===== src/dag_pkg.sv =====
package dag_pkg;
    // ------------------------------------------------------------
    // widths and field positions
    // ------------------------------------------------------------
    localparam int ADDR_W        = 16;
    localparam int PAGE_W        = 8;
    localparam int FULL_W        = 24;
    localparam int IMM_W         = 8;
    localparam int NUM_IDX       = 4;
    localparam int SEL_W         = 2;
    localparam int BIT_REV_POS   = 1;
    localparam int MODE_W        = 16;

    // ------------------------------------------------------------
    // reset values
    // ------------------------------------------------------------
    localparam logic [PAGE_W-1:0] PAGE_RST = 8'h00;
    localparam logic [ADDR_W-1:0] REG_RST  = 16'h0000;

    // ------------------------------------------------------------
    // types
    // ------------------------------------------------------------
    typedef enum logic [1:0] {
        DAG_OP_NONE,
        DAG_OP_PRE,
        DAG_OP_POST
    } dag_op_t;

    typedef enum logic [2:0] {
        DAG_WR_NONE,
        DAG_WR_INDEX,
        DAG_WR_MODIFY,
        DAG_WR_LENGTH,
        DAG_WR_BASE,
        DAG_WR_PAGE
    } dag_wr_t;
endpackage : dag_pkg


===== src/dag_req_if.sv =====
`timescale 1ns/10ps
interface dag_req_if;
    dag_pkg::dag_op_t                  op;
    logic [dag_pkg::SEL_W-1:0]         idx_sel;
    logic [dag_pkg::SEL_W-1:0]         mod_sel;
    logic                              use_imm;
    logic [dag_pkg::IMM_W-1:0]         imm;
    logic                              multifunc;
    logic                              rev_en;
    dag_pkg::dag_wr_t                  wr_kind;
    logic [dag_pkg::SEL_W-1:0]         wr_sel;
    logic [dag_pkg::ADDR_W-1:0]        wr_data;
    logic [dag_pkg::FULL_W-1:0]        addr;
    logic                              addr_valid;

    modport core (output op, idx_sel, mod_sel, use_imm, imm, multifunc, rev_en,
                  output wr_kind, wr_sel, wr_data, input addr, addr_valid);
    modport unit (input op, idx_sel, mod_sel, use_imm, imm, multifunc, rev_en,
                  input wr_kind, wr_sel, wr_data, output addr, addr_valid);
endinterface : dag_req_if


===== src/dag_unit.sv =====
`timescale 1ns/10ps
module dag_unit #(
    parameter bit REV_CAPABLE = 1'b0
) (
    input  wire logic  clock,
    input  wire logic  rst_n,
    dag_req_if.unit    rq
);
    localparam int AW = dag_pkg::ADDR_W;

    logic [AW-1:0]             index_ff  [dag_pkg::NUM_IDX];
    logic [AW-1:0]             modify_ff [dag_pkg::NUM_IDX];
    logic [AW-1:0]             length_ff [dag_pkg::NUM_IDX];
    logic [AW-1:0]             base_ff   [dag_pkg::NUM_IDX];
    logic [dag_pkg::PAGE_W-1:0] page_ff;
    logic [dag_pkg::FULL_W-1:0] addr_ff;
    logic                      addr_valid_ff;
    logic [AW-1:0]             cur_i;
    logic [AW-1:0]             modv;
    logic [AW-1:0]             sum;
    logic [AW-1:0]             nxt_index;
    logic [AW-1:0]             out_lo;
    logic [AW:0]               end_ext;
    logic [AW:0]               sum_ext;
    logic                      mneg;
    logic                      circ;

    function automatic logic [AW-1:0] bit_mirror(input logic [AW-1:0] v);
        logic [AW-1:0] r;
        r = '0;
        for (int k = 0; k < AW; k++) begin
            r[k] = v[AW-1-k];
        end
        return r;
    endfunction : bit_mirror

    // ------------------------------------------------------------
    // modifier selection and arithmetic
    // ------------------------------------------------------------
    always_comb begin
        cur_i = index_ff[rq.idx_sel];
        // immediate refused in multifunction form, register used instead
        if (rq.use_imm && !rq.multifunc) begin
            modv = {{(AW-dag_pkg::IMM_W){rq.imm[dag_pkg::IMM_W-1]}}, rq.imm};
        end else begin
            modv = modify_ff[rq.mod_sel];
        end
        mneg    = modv[AW-1];
        sum     = cur_i + modv;
        sum_ext = {1'b0, cur_i} + {1'b0, modv} - (mneg ? 17'h10000 : 17'h00000);
        end_ext = {1'b0, base_ff[rq.idx_sel]} + {1'b0, length_ff[rq.idx_sel]};
        circ    = (length_ff[rq.idx_sel] != '0);
        nxt_index = sum;
        // wrap compare is done in 17 bits so an end past 0xFFFF still works
        if (circ && !mneg && (sum_ext >= end_ext)) begin
            nxt_index = sum - length_ff[rq.idx_sel];
        end else if (circ && mneg && (sum_ext[AW] || sum < base_ff[rq.idx_sel])) begin
            nxt_index = sum + length_ff[rq.idx_sel];
        end
        out_lo = (rq.op == dag_pkg::DAG_OP_PRE) ? sum : cur_i;
        if (REV_CAPABLE && rq.rev_en) begin
            out_lo = bit_mirror(out_lo);
        end
    end

    // ------------------------------------------------------------
    // index registers
    // ------------------------------------------------------------
    always_ff @(posedge clock) begin
        if (!rst_n) begin
            for (int k = 0; k < dag_pkg::NUM_IDX; k++) begin
                index_ff[k] <= dag_pkg::REG_RST;
            end
        end else if (rq.op == dag_pkg::DAG_OP_POST) begin
            index_ff[rq.idx_sel] <= nxt_index;
        end else if (rq.wr_kind == dag_pkg::DAG_WR_INDEX) begin
            index_ff[rq.wr_sel] <= rq.wr_data;
        end
    end

    // ------------------------------------------------------------
    // modify, length, base and page registers
    // ------------------------------------------------------------
    always_ff @(posedge clock) begin
        if (!rst_n) begin
            for (int k = 0; k < dag_pkg::NUM_IDX; k++) begin
                modify_ff[k] <= dag_pkg::REG_RST;
                length_ff[k] <= dag_pkg::REG_RST;
                base_ff[k]   <= dag_pkg::REG_RST;
            end
            page_ff <= dag_pkg::PAGE_RST;
        end else begin
            unique case (rq.wr_kind)
                dag_pkg::DAG_WR_MODIFY: modify_ff[rq.wr_sel] <= rq.wr_data;
                dag_pkg::DAG_WR_LENGTH: length_ff[rq.wr_sel] <= rq.wr_data;
                dag_pkg::DAG_WR_BASE:   base_ff[rq.wr_sel]   <= rq.wr_data;
                dag_pkg::DAG_WR_PAGE:   page_ff <= rq.wr_data[dag_pkg::PAGE_W-1:0];
                default: ;
            endcase
        end
    end

    // ------------------------------------------------------------
    // address output
    // ------------------------------------------------------------
    always_ff @(posedge clock) begin
        if (!rst_n) begin
            addr_ff       <= '0;
            addr_valid_ff <= 1'b0;
        end else begin
            addr_valid_ff <= (rq.op != dag_pkg::DAG_OP_NONE);
            if (rq.op != dag_pkg::DAG_OP_NONE) begin
                addr_ff <= {page_ff, out_lo};
            end
        end
    end

    assign rq.addr       = addr_ff;
    assign rq.addr_valid = addr_valid_ff;

    chk_pre_keeps_index: assert property (@(posedge clock) disable iff (!rst_n)
        (rq.op == dag_pkg::DAG_OP_PRE && rq.wr_kind == dag_pkg::DAG_WR_NONE)
        |=> index_ff[$past(rq.idx_sel)] == $past(cur_i))
        else $error("pre-modify changed index");
    chk_page_on_top: assert property (@(posedge clock) disable iff (!rst_n)
        (rq.op != dag_pkg::DAG_OP_NONE && rq.wr_kind != dag_pkg::DAG_WR_PAGE)
        |=> rq.addr[dag_pkg::FULL_W-1:AW] == page_ff)
        else $error("page bits wrong");
    chk_linear_step: assert property (@(posedge clock) disable iff (!rst_n)
        (rq.op == dag_pkg::DAG_OP_POST && !circ)
        |=> index_ff[$past(rq.idx_sel)] == $past(cur_i) + $past(modv))
        else $error("linear update wrong");
    chk_post_out_index: assert property (@(posedge clock) disable iff (!rst_n)
        (rq.op == dag_pkg::DAG_OP_POST && !(REV_CAPABLE && rq.rev_en))
        |=> rq.addr[AW-1:0] == $past(cur_i))
        else $error("post-modify output not old index");
    chk_circ_in_range: assert property (@(posedge clock) disable iff (!rst_n)
        (rq.op == dag_pkg::DAG_OP_POST && circ && !mneg
         && cur_i >= base_ff[rq.idx_sel] && {1'b0, cur_i} < end_ext)
        |=> {1'b0, index_ff[$past(rq.idx_sel)]} < $past(end_ext))
        else $error("circular index left buffer");
    chk_no_rev_second: assert property (@(posedge clock) disable iff (!rst_n)
        (!REV_CAPABLE && rq.op == dag_pkg::DAG_OP_PRE)
        |=> rq.addr[AW-1:0] == $past(sum))
        else $error("second unit reversed");
endmodule : dag_unit


===== src/dag_top.sv =====
`timescale 1ns/10ps
// How it works
// - every output address carries the unit's page register on top
// - pre-modify outputs index plus modifier, index untouched
// - post-modify outputs index, then stores index plus modifier
// - any modify register pairs with any index of the same unit
// - single access modifier is modify register or signed 8-bit immediate
// - multifunction accesses use only a modify register
// - arithmetic never carries into the page bits
// - circular post-modify subtracts or adds length when leaving the buffer
// - circular wrap only on post-modify
// - zero length means linear modification
// - any base value is accepted
// - only the first unit can reverse address bits
// - both units work independently in the same cycle
// - mode bit 1 enables reversal for the first unit
// - page gives upper 8 bits of a 24-bit address
// - reversal affects output only, stored index stays normal
// - full reversal mirrors all 16 bits
module dag_top (
    input  wire logic                           clock,
    input  wire logic                           rst_n,
    input  wire logic [dag_pkg::MODE_W-1:0]     mode_status_register,
    input  wire dag_pkg::dag_op_t               a_op,
    input  wire logic [dag_pkg::SEL_W-1:0]      a_idx_sel,
    input  wire logic [dag_pkg::SEL_W-1:0]      a_mod_sel,
    input  wire logic                           a_use_imm,
    input  wire logic [dag_pkg::IMM_W-1:0]      a_imm,
    input  wire logic                           a_multifunc,
    input  wire dag_pkg::dag_wr_t               a_wr_kind,
    input  wire logic [dag_pkg::SEL_W-1:0]      a_wr_sel,
    input  wire logic [dag_pkg::ADDR_W-1:0]     a_wr_data,
    output wire logic [dag_pkg::FULL_W-1:0]     a_addr,
    output wire logic                           a_addr_valid,
    input  wire dag_pkg::dag_op_t               b_op,
    input  wire logic [dag_pkg::SEL_W-1:0]      b_idx_sel,
    input  wire logic [dag_pkg::SEL_W-1:0]      b_mod_sel,
    input  wire logic                           b_use_imm,
    input  wire logic [dag_pkg::IMM_W-1:0]      b_imm,
    input  wire logic                           b_multifunc,
    input  wire dag_pkg::dag_wr_t               b_wr_kind,
    input  wire logic [dag_pkg::SEL_W-1:0]      b_wr_sel,
    input  wire logic [dag_pkg::ADDR_W-1:0]     b_wr_data,
    output wire logic [dag_pkg::FULL_W-1:0]     b_addr,
    output wire logic                           b_addr_valid
);
    // ------------------------------------------------------------
    // first_address_unit: reversal capable
    // ------------------------------------------------------------
    dag_req_if first_rq ();
    assign first_rq.op        = a_op;
    assign first_rq.idx_sel   = a_idx_sel;
    assign first_rq.mod_sel   = a_mod_sel;
    assign first_rq.use_imm   = a_use_imm;
    assign first_rq.imm       = a_imm;
    assign first_rq.multifunc = a_multifunc;
    assign first_rq.rev_en    = mode_status_register[dag_pkg::BIT_REV_POS];
    assign first_rq.wr_kind   = a_wr_kind;
    assign first_rq.wr_sel    = a_wr_sel;
    assign first_rq.wr_data   = a_wr_data;
    assign a_addr             = first_rq.addr;
    assign a_addr_valid       = first_rq.addr_valid;

    dag_unit #(.REV_CAPABLE(1'b1)) u_first (
        .clock (clock),
        .rst_n (rst_n),
        .rq    (first_rq)
    );

    // ------------------------------------------------------------
    // second_address_unit: normal order only, runs alongside
    // ------------------------------------------------------------
    dag_req_if second_rq ();
    assign second_rq.op        = b_op;
    assign second_rq.idx_sel   = b_idx_sel;
    assign second_rq.mod_sel   = b_mod_sel;
    assign second_rq.use_imm   = b_use_imm;
    assign second_rq.imm       = b_imm;
    assign second_rq.multifunc = b_multifunc;
    assign second_rq.rev_en    = 1'b0;
    assign second_rq.wr_kind   = b_wr_kind;
    assign second_rq.wr_sel    = b_wr_sel;
    assign second_rq.wr_data   = b_wr_data;
    assign b_addr              = second_rq.addr;
    assign b_addr_valid        = second_rq.addr_valid;

    dag_unit #(.REV_CAPABLE(1'b0)) u_second (
        .clock (clock),
        .rst_n (rst_n),
        .rq    (second_rq)
    );

    chk_both_concurrent: assert property (@(posedge clock) disable iff (!rst_n)
        (a_op != dag_pkg::DAG_OP_NONE && b_op != dag_pkg::DAG_OP_NONE)
        |=> a_addr_valid && b_addr_valid)
        else $error("units not concurrent");
    chk_rev_mirror: assert property (@(posedge clock) disable iff (!rst_n)
        (a_op == dag_pkg::DAG_OP_POST && mode_status_register[dag_pkg::BIT_REV_POS])
        |=> a_addr[0] == $past(u_first.cur_i[15]) && a_addr[8] == $past(u_first.cur_i[7]))
        else $error("reversal wrong");
endmodule : dag_top


===== config.mk =====
export PLATFORM = sky130hd
export DESIGN_NAME = dag_top
export DESIGN_NICKNAME = d
export VERILOG_FILES = /design/src/dag_pkg.sv /design/src/dag_req_if.sv /design/src/dag_unit.sv /design/src/dag_top.sv
export SDC_FILE = /design/constraint.sdc
export NUM_CORES = 1
export LEC_CHECK = 0
export BUFFER_PORTS_ARGS = -buffer_cell sky130_fd_sc_hd__buf_2
export CORE_MARGIN = 5
export CORE_UTILIZATION = 57
export CTS_BUF_LIST = sky130_fd_sc_hd__clkbuf_16
export CTS_CLUSTER_SIZE = 30
export DETAILED_ROUTE_END_ITERATION = 10
export PLACE_DENSITY = 0.74
export SLEW_MARGIN = 20
export SYNTH_ARGS = -nofsm -noshare
export SYNTH_HDL_FRONTEND = slang
export SYNTH_HIERARCHICAL = 1
export SYNTH_SLANG_ARGS = --single-unit

===== constraint.sdc =====
create_clock -name clock -period 5.7 [get_ports clock]
set_input_delay 0.285 -clock clock [delete_from_list [all_inputs] [get_ports clock]]
set_output_delay 0.285 -clock clock [all_outputs]
set_load 0.05 [all_outputs]

# Yosys cells after proc, flatten, opt, wreduce, memory -nomap -nowiden
# Memories as Yosys holds them, arrays and structs flattened.
# Cells that the tools add are included.
[totals]
regBits = 66
latch_bits = 0
ram_bits = 512
rom_bits = 0
input_bits = 92
output_inout_bits = 50
wordCells = 148
memories = 8
[mem_list]
columns = ["memory", "depth", "word_bits", "rd", "rd_ports_with_merged_regs", "write_ports", "line", "rtl"]
rows = [
  ["u_first.base_ff", 4, 16, 1, 0, 4, "dag_unit.sv:14", "logic [AW-1:0] base_ff [dag_pkg::NUM_IDX];"],
  ["u_first.index_ff", 4, 16, 1, 0, 4, "dag_unit.sv:11", "logic [AW-1:0] index_ff [dag_pkg::NUM_IDX];"],
  ["u_first.length_ff", 4, 16, 1, 0, 4, "dag_unit.sv:13", "logic [AW-1:0] length_ff [dag_pkg::NUM_IDX];"],
  ["u_first.modify_ff", 4, 16, 1, 0, 4, "dag_unit.sv:12", "logic [AW-1:0] modify_ff [dag_pkg::NUM_IDX];"],
  ["u_second.base_ff", 4, 16, 1, 0, 4, "dag_unit.sv:14", ""],
  ["u_second.index_ff", 4, 16, 1, 0, 4, "dag_unit.sv:11", ""],
  ["2 more memories", "-", "-", "-", "-", "-", "-", ""],
]
[op_classes]
add_sub_neg = 12
n_mul = 0
div = 0
magnitude_cmp = 4
n_eq_ne = 14
n_shift = 0
n_mux = 74
bitwise_logic = 0
n_reduce_logical = 30
[ops]
columns = ["op", "n"]
rows = [
  ["$mux W16", 19],
  ["$reduce_or A16 Y1", 10],
  ["$add A16 B16 Y17", 4],
  ["$add A16 B16 Y16", 4],
  ["$mux W1", 43],
  ["$ge A17 B17 Y1", 2],
  ["$mux W17", 2],
  ["$sub A17 B17 Y17", 2],
  ["$lt A16 B16 Y1", 2],
  ["$reduce_bool A16 Y1", 2],
  ["$sub A16 B16 Y16", 2],
  ["$mux W2", 10],
  ["$eq A3 B2 Y1 const B", 4],
  ["$eq A3 B3 Y1 const B", 4],
  ["$logic_and A1 B1 Y1", 10],
  ["$eq A3 B1 Y1 const B", 2],
  ["$eq A2 B1 Y1 const B", 2],
  ["$eq A2 B2 Y1 const B", 2],
  ["$logic_not A1 Y1", 4],
  ["$reduce_bool A2 Y1", 2],
  ["$logic_or A1 B1 Y1", 2],
]

# Longest topological paths before layout
# Gate-level depths: netlist of run 1.
[depth]
word_depth = 11
mapped_depth = 28
ltp_nobuf = 25

# Cells and area by module
# Netlist of run 1, hierarchy kept.
[by_module_without_submodules]
columns = ["mod", "n_inst", "cells_each", "area_per_inst_um2", "seq_area_each_um2"]
rows = [
  ["dag_unit at u_second", 1, 1689, 18113.6, 8348.0],
  ["dag_unit at u_first", 1, 1668, 18089.8, 8348.0],
  ["dag_top", 1, 1, 3.8, 0.0],
]

# Worst setup path after synthesis of run 1
# No wires, ideal clock.
[synth_timing]
path_kind = "input to register"
start = "input port b_idx_sel[0] (netlist name)"
end = "memory u_second/index_ff[2][10] (netlist name) (data pin)"
setup_ns = 0.265
arrival_time_ns = 5.829
t_required_ns = 5.435
path_slack_ns = -0.394
path_stages = 26
n_path_buf = 4
cell_sequence = "buf_4 buf_6 buf_1 mux4_2 inv_1 ha_1 inv_1 ha_1 o211a_1 a22oi_1 a21boi_0 nand2b_1 nand2b_1 a31o_2 a21oi_1 xnor2_1 ha_1 nand4_1 nor4_1 a211o_1 a211oi_1 a21oi_4 buf_6 or3_1 a32oi_2 nor2_1"
[synth_rtl]
columns = ["item", "line", "rtl"]
rows = [
  ["start: declaration", "dag_top.sv:36", "input wire logic [dag_pkg::SEL_W-1:0] b_idx_sel,"],
  ["end: declaration", "dag_unit.sv:11", ""],
]

==> results.md, run 1 <==
STA:
- The final hold slack is 0.0822 ns.
- The routed design could run at a clock period as short as 5.76 ns.
- The number of slew-limit violations in the final report was 0.
- Setup repair after global routing could not meet its margin everywhere.
- At the pin with the least slew margin, the transition time is 1.25 ns.
- The final setup slack of the worst path is -0.0625 ns.
- Of the available clock period, the critical path in the final layout requires 101%.
- Between clock sinks in the finished design, the worst skew comes to 0.0473 ns.
- Setup violations remaining at the end of the flow were counted as 5.
- The fmax is 174 MHz.
- The max-slew headroom at the worst pin is 16.4%.
- The number of hold violations in the final report is 0.

Power:
- Power comes to 16.8 mW.
- The power density relative to cell area is 391 mW/mm2.
- Net switching is 38.0% of the power.
- Combinational logic is responsible for 48.7% of the overall power.
- The internal power is 10.4 mW.
- The largest voltage drop on the vdd net is 350 uV.
- The leakage dissipation is 18.5 nW.
- The clock group share of total power is 21.6%.
- Per report_power, the sequential group accounts for 29.6% of the total.
- For this design the total switching power over the nets is 6.39 mW.

Yosys:
- In the synthesized netlist, the number of instances is 3357.
- The net count after synthesis is 3707.
- Yosys printed 6 warnings.
- The cell area after synthesis is 0.0362 mm2.
- The per-instance average area after synthesis is 10.8 um2.

Detailed routing:
- The final routed wire length divided by cell count is 24.9 um.
- In this run the remaining antenna-violating nets after routing total 0.
- After detailed routing, the number of remaining DRC violations is 0.
- The via density per instance is 6.32.
- The final routed wirelength across all metal layers is 116000 um.
- The number of design-rule violations left by the first detailed-router iteration is 3509.
- Summing over every cut layer, the via total after detailed routing is 29386.
- The pre-antenna-repair detailed-routing pass consisted of 6 iterations.

Global routing:
- The first-pass GRT wire length is 169000 um.
- Entering global routing, the biggest net connects 52 pins.
- The number of antenna violations at the first check in global routing is 6.
- The aggregate global routing overflow is 0.
- For this run, the total global-route usage over all layers was measured as 32.4%.
- The number of global-route vias before repair was 27971.

Placed design:
- The congestion estimate from routability-driven global placement came to 1.07.
- Once placement completed, the tool counted placed cells totaling 4505.
- The total half-perimeter wirelength after legalization and detailed placement is 83400 um.
- During placement, the flow inserted port buffers numbering 126.

Die:
- The vertical die dimension is 262 um.
- The core footprint is 0.0630 mm2.
- From left edge to right edge, the die measures 262 um.
- The die covers 0.0687 mm2.
- The floorplan has 92 rows.
- The count of boundary I/O pins is 142.
- For this configuration, the core starts out at a cell density of 57.5%.

Run status:
- The final reports fail on negative setup slack.
- The flow ran to the end, but the final reports show violations.

Clock network:
- The clock sink total is 578.
- The CTS root buffer is clkbuf_16.
- In this run, CTS created clock tree buffers numbering 57.
- The clock passes through at most 3 buffers.
- TritonCTS built the clock tree.
- The clock latency on the worst-skew pair is 0.65 ns.
- The total number of H-tree levels is 2.
- After clock tree synthesis, the clock-pin slew on the worst setup and hold paths is 0.06 ns.
- In this run, post-CTS hold repair placed 0 buffers.

Critical path:
- The endpoint kind of the worst setup timing path is a register.
- The type of origin of the critical path is a register.
- In this run the worst path has a maximum fanout of 6.
- The worst register-to-register path begins at u_first/modify_ff[3][2]$_DFFE_PP_.
- The critical path is of the register to register type.
- The launch point of the critical path is u_first/modify_ff[3][2]$_DFFE_PP_.
- For the worst setup path, the data required time is 6.17 ns.
- The data arrival time of the worst path is 6.23 ns.

Worst hold path:
- The worst hold path class is input pin to register.
- The launch point of the worst hold path is b_wr_data[2].

Layout:
- The finished layout holds 4648 standard cells, fillers aside.
- Cells with a size suffix above 1 make up 23.9% of the layout.
- At the end of the flow, the number of nets in the layout was 4102.
- From synthesis to final layout, the design area changed by 18.6%.

Job:
- Max-cap violations in this run came to 0.
## critical path, cell delays in order (launching register included)
cell and delay [ns]:
edfxtp_1 0.42, mux4_2 0.54, mux2i_2 0.21, buf_4 0.17
inv_4 0.04, ha_4 0.25, inv_2 0.04, ha_4 0.28
a21oi_4 0.06, o21bai_1 0.20, a21oi_2 0.11, o21bai_1 0.22
a41oi_2 0.16, buf_4 0.16, o211ai_1 0.21, buf_4 0.16
nor2_2 0.03, a211o_1 0.32, ha_1 0.29, o21ai_1 0.06
nand2b_1 0.08, a21oi_2 0.06, and3b_4 0.34, o21ai_4 0.11
o221a_4 0.28, or4_4 0.59, a31oi_1 0.19
## layout by cell type, fill, tap and decap left out, types with 17 or more instances in the layout
| master | instances |
|---|---|
| and3_1 | 269 |
| nor2_1 | 227 |
| o21a_1 | 23 |
| o211ai_1 | 27 |
| nand2b_1 | 43 |
| mux2i_1 | 51 |
| buf_2 | 124 |
| o21ai_1 | 31 |
| and2_1 | 169 |
| dfxtp_1 | 66 |
| nor3_1 | 29 |
| edfxtp_1 | 512 |
| a211oi_1 | 31 |
| xnor2_1 | 60 |
| a21o_1 | 37 |
| mux4_2 | 107 |
| o21ai_0 | 77 |
| clkbuf_16 | 58 |
| ha_1 | 246 |
| a21oi_1 | 164 |
| nand2_1 | 176 |
| nand3_1 | 64 |
| mux2_2 | 17 |
| buf_4 | 393 |
| nand4_1 | 19 |
| xor2_1 | 20 |
| nor2b_1 | 36 |
| inv_1 | 280 |
## layer usage
layer,part of all wire (%),up-vias,global-route usage [%]
met5,0,-,0
met1,41,14427,47.7
met4,2.8,0,8.48
met2,45,1596,49.1
li1,-,13122,-
met3,11,241,7.67
## registers in the layout, indices dropped and copies added (netlist names), 64 cells and up
| register | cells |
|---|---|
| u_second/index_ff | 64 |
| u_second/base_ff | 64 |
| u_first/length_ff | 64 |
| u_second/length_ff | 64 |
| u_second/modify_ff | 64 |
| u_first/base_ff | 64 |
| u_first/index_ff | 64 |
| u_first/modify_ff | 64 |
## area by class of cell
type	count	area [um2]
clock inverters	48	352
fillers	4632	20000
flip-flops and latches	578	16700
clock buffers	58	1450
inverters	270	1020
well taps	846	1060
multi-input cells	2306	18500
diodes	3	7.51
repair buffers	539	3880
## final timing paths
check / slack [ns] / to / depth (start not counted)
hold reg to reg: 0.44 / u_first/rq.addr[10]$_SDFFE_PN0P_ / 2
hold / removal: 0.08 / u_second/page_ff[2]$_SDFFE_PN0N_ / 3
setup reg to reg: -0.06 / u_first/index_ff[1][15]$_SDFFCE_PN0P_ / 26
setup / recovery: -0.06 / u_first/index_ff[1][15]$_SDFFCE_PN0P_ / 26
## power by group through the flow
stage / Clock [mW] / Sequential (mW) / Combinational (mW)
6_report: 3.63 / 4.98 / 8.18
3_3_place_gp: 0 / 5.05 / 6.91
5_1_grt: 3.84 / 5.00 / 8.71
3_5_place_dp: 0 / 5.07 / 7.06
2_1_floorplan: 0 / 5.14 / 4.32
4_1_cts: 3.67 / 4.98 / 7.35
## through the flow
stage / util [%] / setup TNS [ns] / cell area, um2 / worst slack (ns)
after floorplan: - / 0 / 36200 / 0.0262
after global placement: 63.6 / -17.48 / 40000 / -0.330
after detailed placement: 63.6 / -34.92 / 40000 / -0.494
after CTS: 66.8 / 0 / 42100 / 0.00485
after global routing: 68.2 / -8.46 / 42900 / -0.241
final: 68.2 / -0.175 / 42900 / -0.0625
## timing repair
item                                    4_1_cts  5_1_grt
resized for setup                            45      124
endpoints found under the setup margin      125      128
pin swaps                                    16       90
cloned                                        3        2
setup buffers                                 2       28
Note: power is estimated with default switching activity, not from simulation.
==> inputs of run 2 (changes only) <==
--- a/config.mk
+++ b/config.mk
@@ -7,11 +7,11 @@
 export LEC_CHECK = 0
 export BUFFER_PORTS_ARGS = -buffer_cell sky130_fd_sc_hd__buf_2
 export CORE_MARGIN = 5
-export CORE_UTILIZATION = 57
+export CORE_UTILIZATION = 45
 export CTS_BUF_LIST = sky130_fd_sc_hd__clkbuf_16
 export CTS_CLUSTER_SIZE = 30
 export DETAILED_ROUTE_END_ITERATION = 10
-export PLACE_DENSITY = 0.74
+export PLACE_DENSITY = 0.6
 export SLEW_MARGIN = 20
 export SYNTH_ARGS = -nofsm -noshare
 export SYNTH_HDL_FRONTEND = slang
==> run 2 against run 1 <==
The run now ends clean. Final cell count increased by 5.4%. Hold slack got worse by 0.012 ns. Sequential cell count unchanged. Critical path type unchanged. Critical endpoint is now u_second/index_ff[2][14]$_SDFFCE_PN0P_. Largest cell class unchanged.
==> results.md, run 2 (synthesized netlist as in run 1, its figures left out) <==
Detailed routing:
- The via density per instance is 5.71.
- The detailed-route DRC error count is 0.
- The post-detailed-route count of antenna-violating nets is 0.
- The via total after detailed routing is 27969.
- After detailed routing, the total wire length is 112000 um.
- The number of design-rule violations left by the first detailed-router iteration is 2717.
- After detailed routing, the average wire length per cell comes to 22.9 um.
- The pre-antenna-repair detailed-routing pass consisted of 7 iterations.

Global routing:
- For met1 alone, demand over resource in global routing was 38.5%.
- For this run, global-route usage on met2 was measured as 37.5%.
- The number of global-route vias before repair is 26585.
- The global-route layer with the greatest usage is met1.
- The met3 routing resource usage after global routing is 4.31%.
- Entering global routing, the biggest net connects 52 pins.
- The number of antenna violations at the first check in global routing is 5.
- The first global-routing pass estimated 166000 um of wire.
- The aggregate global routing overflow is 0.
- Global routing used 25.1% of the available tracks.

Critical path:
- At the worst endpoint, the required time is 6.10 ns.
- The number of cells on the worst reg-to-reg path is 24.
- Data arrives at the worst endpoint at 6.00 ns.
- The number of buffers and inverters on the critical path is 4.
- On the worst path, the slowest cell contributes a delay of 0.53 ns.
- The type of origin of the critical path is a register.
- The worst setup path is captured at a register.
- The cell seen most often among critical-path stages is buf_4.
- The terminus of the critical flop-to-flop path is u_second/index_ff[2][14]$_SDFFCE_PN0P_.
- The maximum fanout along the worst path is 5.
- Setup slack on the worst reg-to-reg path comes out at 0.1 ns.
- In this run the worst setup path terminates at u_second/index_ff[2][14]$_SDFFCE_PN0P_.
- Traced cell by cell, the critical path runs through mux4_2, mux2i_2, buf_4, ha_4, ha_4, o21a_1, o211ai_1, a21oi_2, a2111oi_4, buf_4, nor3_2, nand3b_1, ha_1, nand4_1, nor3_2, o21ai_1, nand4b_1, a311oi_1, buf_4, o21a_4, buf_6, or3_4, a32oi_4, nor2_1.
- The critical path crosses 24 cells after its start point.
- The critical path start-end classification is register to register.
- Tracing the worst setup path back leads to its startpoint at u_second/modify_ff[0][1]$_SDFFCE_PN0P_.
- The critical register-to-register path startpoint is u_second/modify_ff[0][1]$_SDFFCE_PN0P_.
- The cell type group with the largest total delay on the critical path is compound AO/OA/AOI/OAI gates.
- The standard cell with the maximum stage delay on the critical path is mux4_2.

Clock network:
- Clock tree synthesis selected as its root buffer the cell clkbuf_16.
- The total of hold buffers inserted after clock tree synthesis is 0.
- The number of clock buffers added by TritonCTS is 61.
- The clock-pin transition on the worst setup and hold timing paths is 0.06 ns.
- The H-tree was split into 2 levels.
- At the later pin of the worst-skew pair, clock insertion delay measures 0.65 ns.
- The clock tree from TritonCTS is yes.
- The clock tree buffer depth is 3.
- The clock drives 578 sinks.

Die:
- The initial utilization of the core area, before any placement, comes to 45.2%.
- The number of standard-cell rows in the floorplan is 104.
- The total die area is 0.0862 mm2.
- The core footprint is 0.0802 mm2.
- The vertical die dimension is 294 um.
- The count of boundary I/O pins is 142.
- The die is 294 um wide.

Power:
- The share of total power dissipated in the clock network is 23.9%.
- Sequential cells account for 29.4% of the total power.
- The leakage dissipation is 18.8 nW.
- For this design the total switching power over the nets is 6.23 mW.
- The power density relative to cell area is 389 mW/mm2.
- Net switching is 36.9% of the power.
- The internal portion of the total power is 10.7 mW.
- The combinational share of power is 46.6%.
- The largest voltage drop on the vdd net is 318 uV.

STA:
- Setup repair after global routing could not meet its margin everywhere.
- The final period utilization is 98.3%.
- The final setup slack of the worst path is 0.0957 ns.
- For the finished layout, the period the worst path requires is 5.60 ns.
- At the pin with the least slew margin, the transition time is 1.11 ns.
- The number of hold violations in the final report is 0.
- The number of slew-limit violations in the final report is 0.
- Setup violations remaining at the end of the flow were counted as 0.
- The final setup skew is 0.0264 ns.
- Headroom to the max-slew limit came out at 25.5%.
- The final hold slack is 0.0705 ns.
- The fmax is 178 MHz.

Layout:
- The ratio of cells with drive above 1 in the final layout is 24.1%.
- The most common library cell in the layout ignoring fill and taps is edfxtp_1.
- The net count of the finished layout is 4133.
- Cells fill 54.2% of the core in the end.
- The area growth from synthesis to layout is 20.0%.
- In the layout the commonest cells are edfxtp_1 (512), buf_4 (427), inv_1 (276), and3_1 (270), ha_1 (247).

Run status:
- The flow ran to the end, and the final reports show no timing, DRC or antenna violations.

Placed design:
- The worst slack at placement is -0.369 ns.
- The number of port buffers is 126.
- Routability-driven placement finished with a final weighted congestion of 0.947.
- Summed over all nets, the half-perimeter wirelength after detailed placement is 82000 um.

Worst hold path:
- The worst hold path class is input pin to register.

Job:
- Across the run, the number of max-cap violations was 0.
==> run 2: changes by cell type in the layout (fill, tap and decap cells not counted), moves of 5 or more <==
cell / before / now
mux2i_1: 51 / 56
nor2_2: 16 / 9
nor2_1: 227 / 233
clkinvlp_4: 1 / 6
buf_4: 393 / 427
o21ai_1: 31 / 36
buf_6: 14 / 7
o21ai_2: 10 / 5
==> run 2: area by class of cell <==
class	count	area, um2
well taps	1060	1330
diodes	6	15.0
clock inverters	52	470
fillers	7019	36700
clock buffers	62	1550
flip-flops and latches	578	16700
multi-input cells	2303	18200
inverters	270	1010
repair buffers	569	4130
==> run 2: how the worst min path moves through the flow <==
stage,start,endpoint,slack (ns),cells after the start
after floorplan,b_wr_data[0],u_second/page_ff[0]$_SDFFE_PN0N_,0.43,2
after global placement,u_first/rq.addr[10]$_SDFFE_PN0P_,u_first/rq.addr[10]$_SDFFE_PN0P_,0.43,2
after detailed placement,u_first/rq.addr[10]$_SDFFE_PN0P_,u_first/rq.addr[10]$_SDFFE_PN0P_,0.43,2
after CTS,b_wr_data[4],u_second/page_ff[4]$_SDFFE_PN0N_,0.04,3
after global routing,b_wr_data[4],u_second/page_ff[4]$_SDFFE_PN0N_,0.05,3
final,b_wr_data[3],u_second/page_ff[3]$_SDFFE_PN0N_,0.07,3
==> run 2: what timing repair did <==
item	in CTS	in global routing
setup buffers	1	17
gates resized for setup	17	104
endpoints found under the hold margin	0	0
gates cloned	0	1
pin swaps	8	71
endpoints found under the setup margin	125	128
==> run 2: through the flow <==
stage | area (um2) | TNS (ns) | cells | total power [mW]
3_5_place_dp | 40700 | -33.69 | 4763 | 12.2
2_1_floorplan | 36200 | 0 | 3357 | 9.46
6_report | 43400 | 0 | 4900 | 16.9
5_1_grt | 43400 | -2.24 | 4896 | 17.8
3_3_place_gp | 40700 | -25.48 | 4763 | 12.2
4_1_cts | 42800 | 0 | 4878 | 16.4
==> run 2: routing by layer <==
metal	vias up	share of wire, %	wire length [um]
met5	-	0	0
li1	13179	-	-
met2	947	44	48900
met3	136	8.1	9130
met4	0	2.3	2600
met1	13707	46	51400
==> run 2: power by group through the flow <==
stage	combinational, mW	clock (mW)	sequential (mW)
CTS	7.28	4.10	4.97
global placement	7.14	0	5.05
finish	7.87	4.04	4.97
detailed placement	7.17	0	5.06
global route	8.53	4.29	5.00
floorplan	4.32	0	5.14
==> run 2: worst register-to-register path, cell delays in order, from the launching register on <==
cell,delay (ns)
edfxtp_1,0.37
mux4_2,0.53
mux2i_2,0.21
buf_4,0.17
ha_4,0.21
ha_4,0.16
o21a_1,0.19
o211ai_1,0.29
a21oi_2,0.14
a2111oi_4,0.36
buf_4,0.20
nor3_2,0.04
nand3b_1,0.26
ha_1,0.34
nand4_1,0.14
nor3_2,0.20
o21ai_1,0.10
nand4b_1,0.11
a311oi_1,0.05
buf_4,0.16
o21a_4,0.25
buf_6,0.13
or3_4,0.38
a32oi_4,0.29
nor2_1,0.08
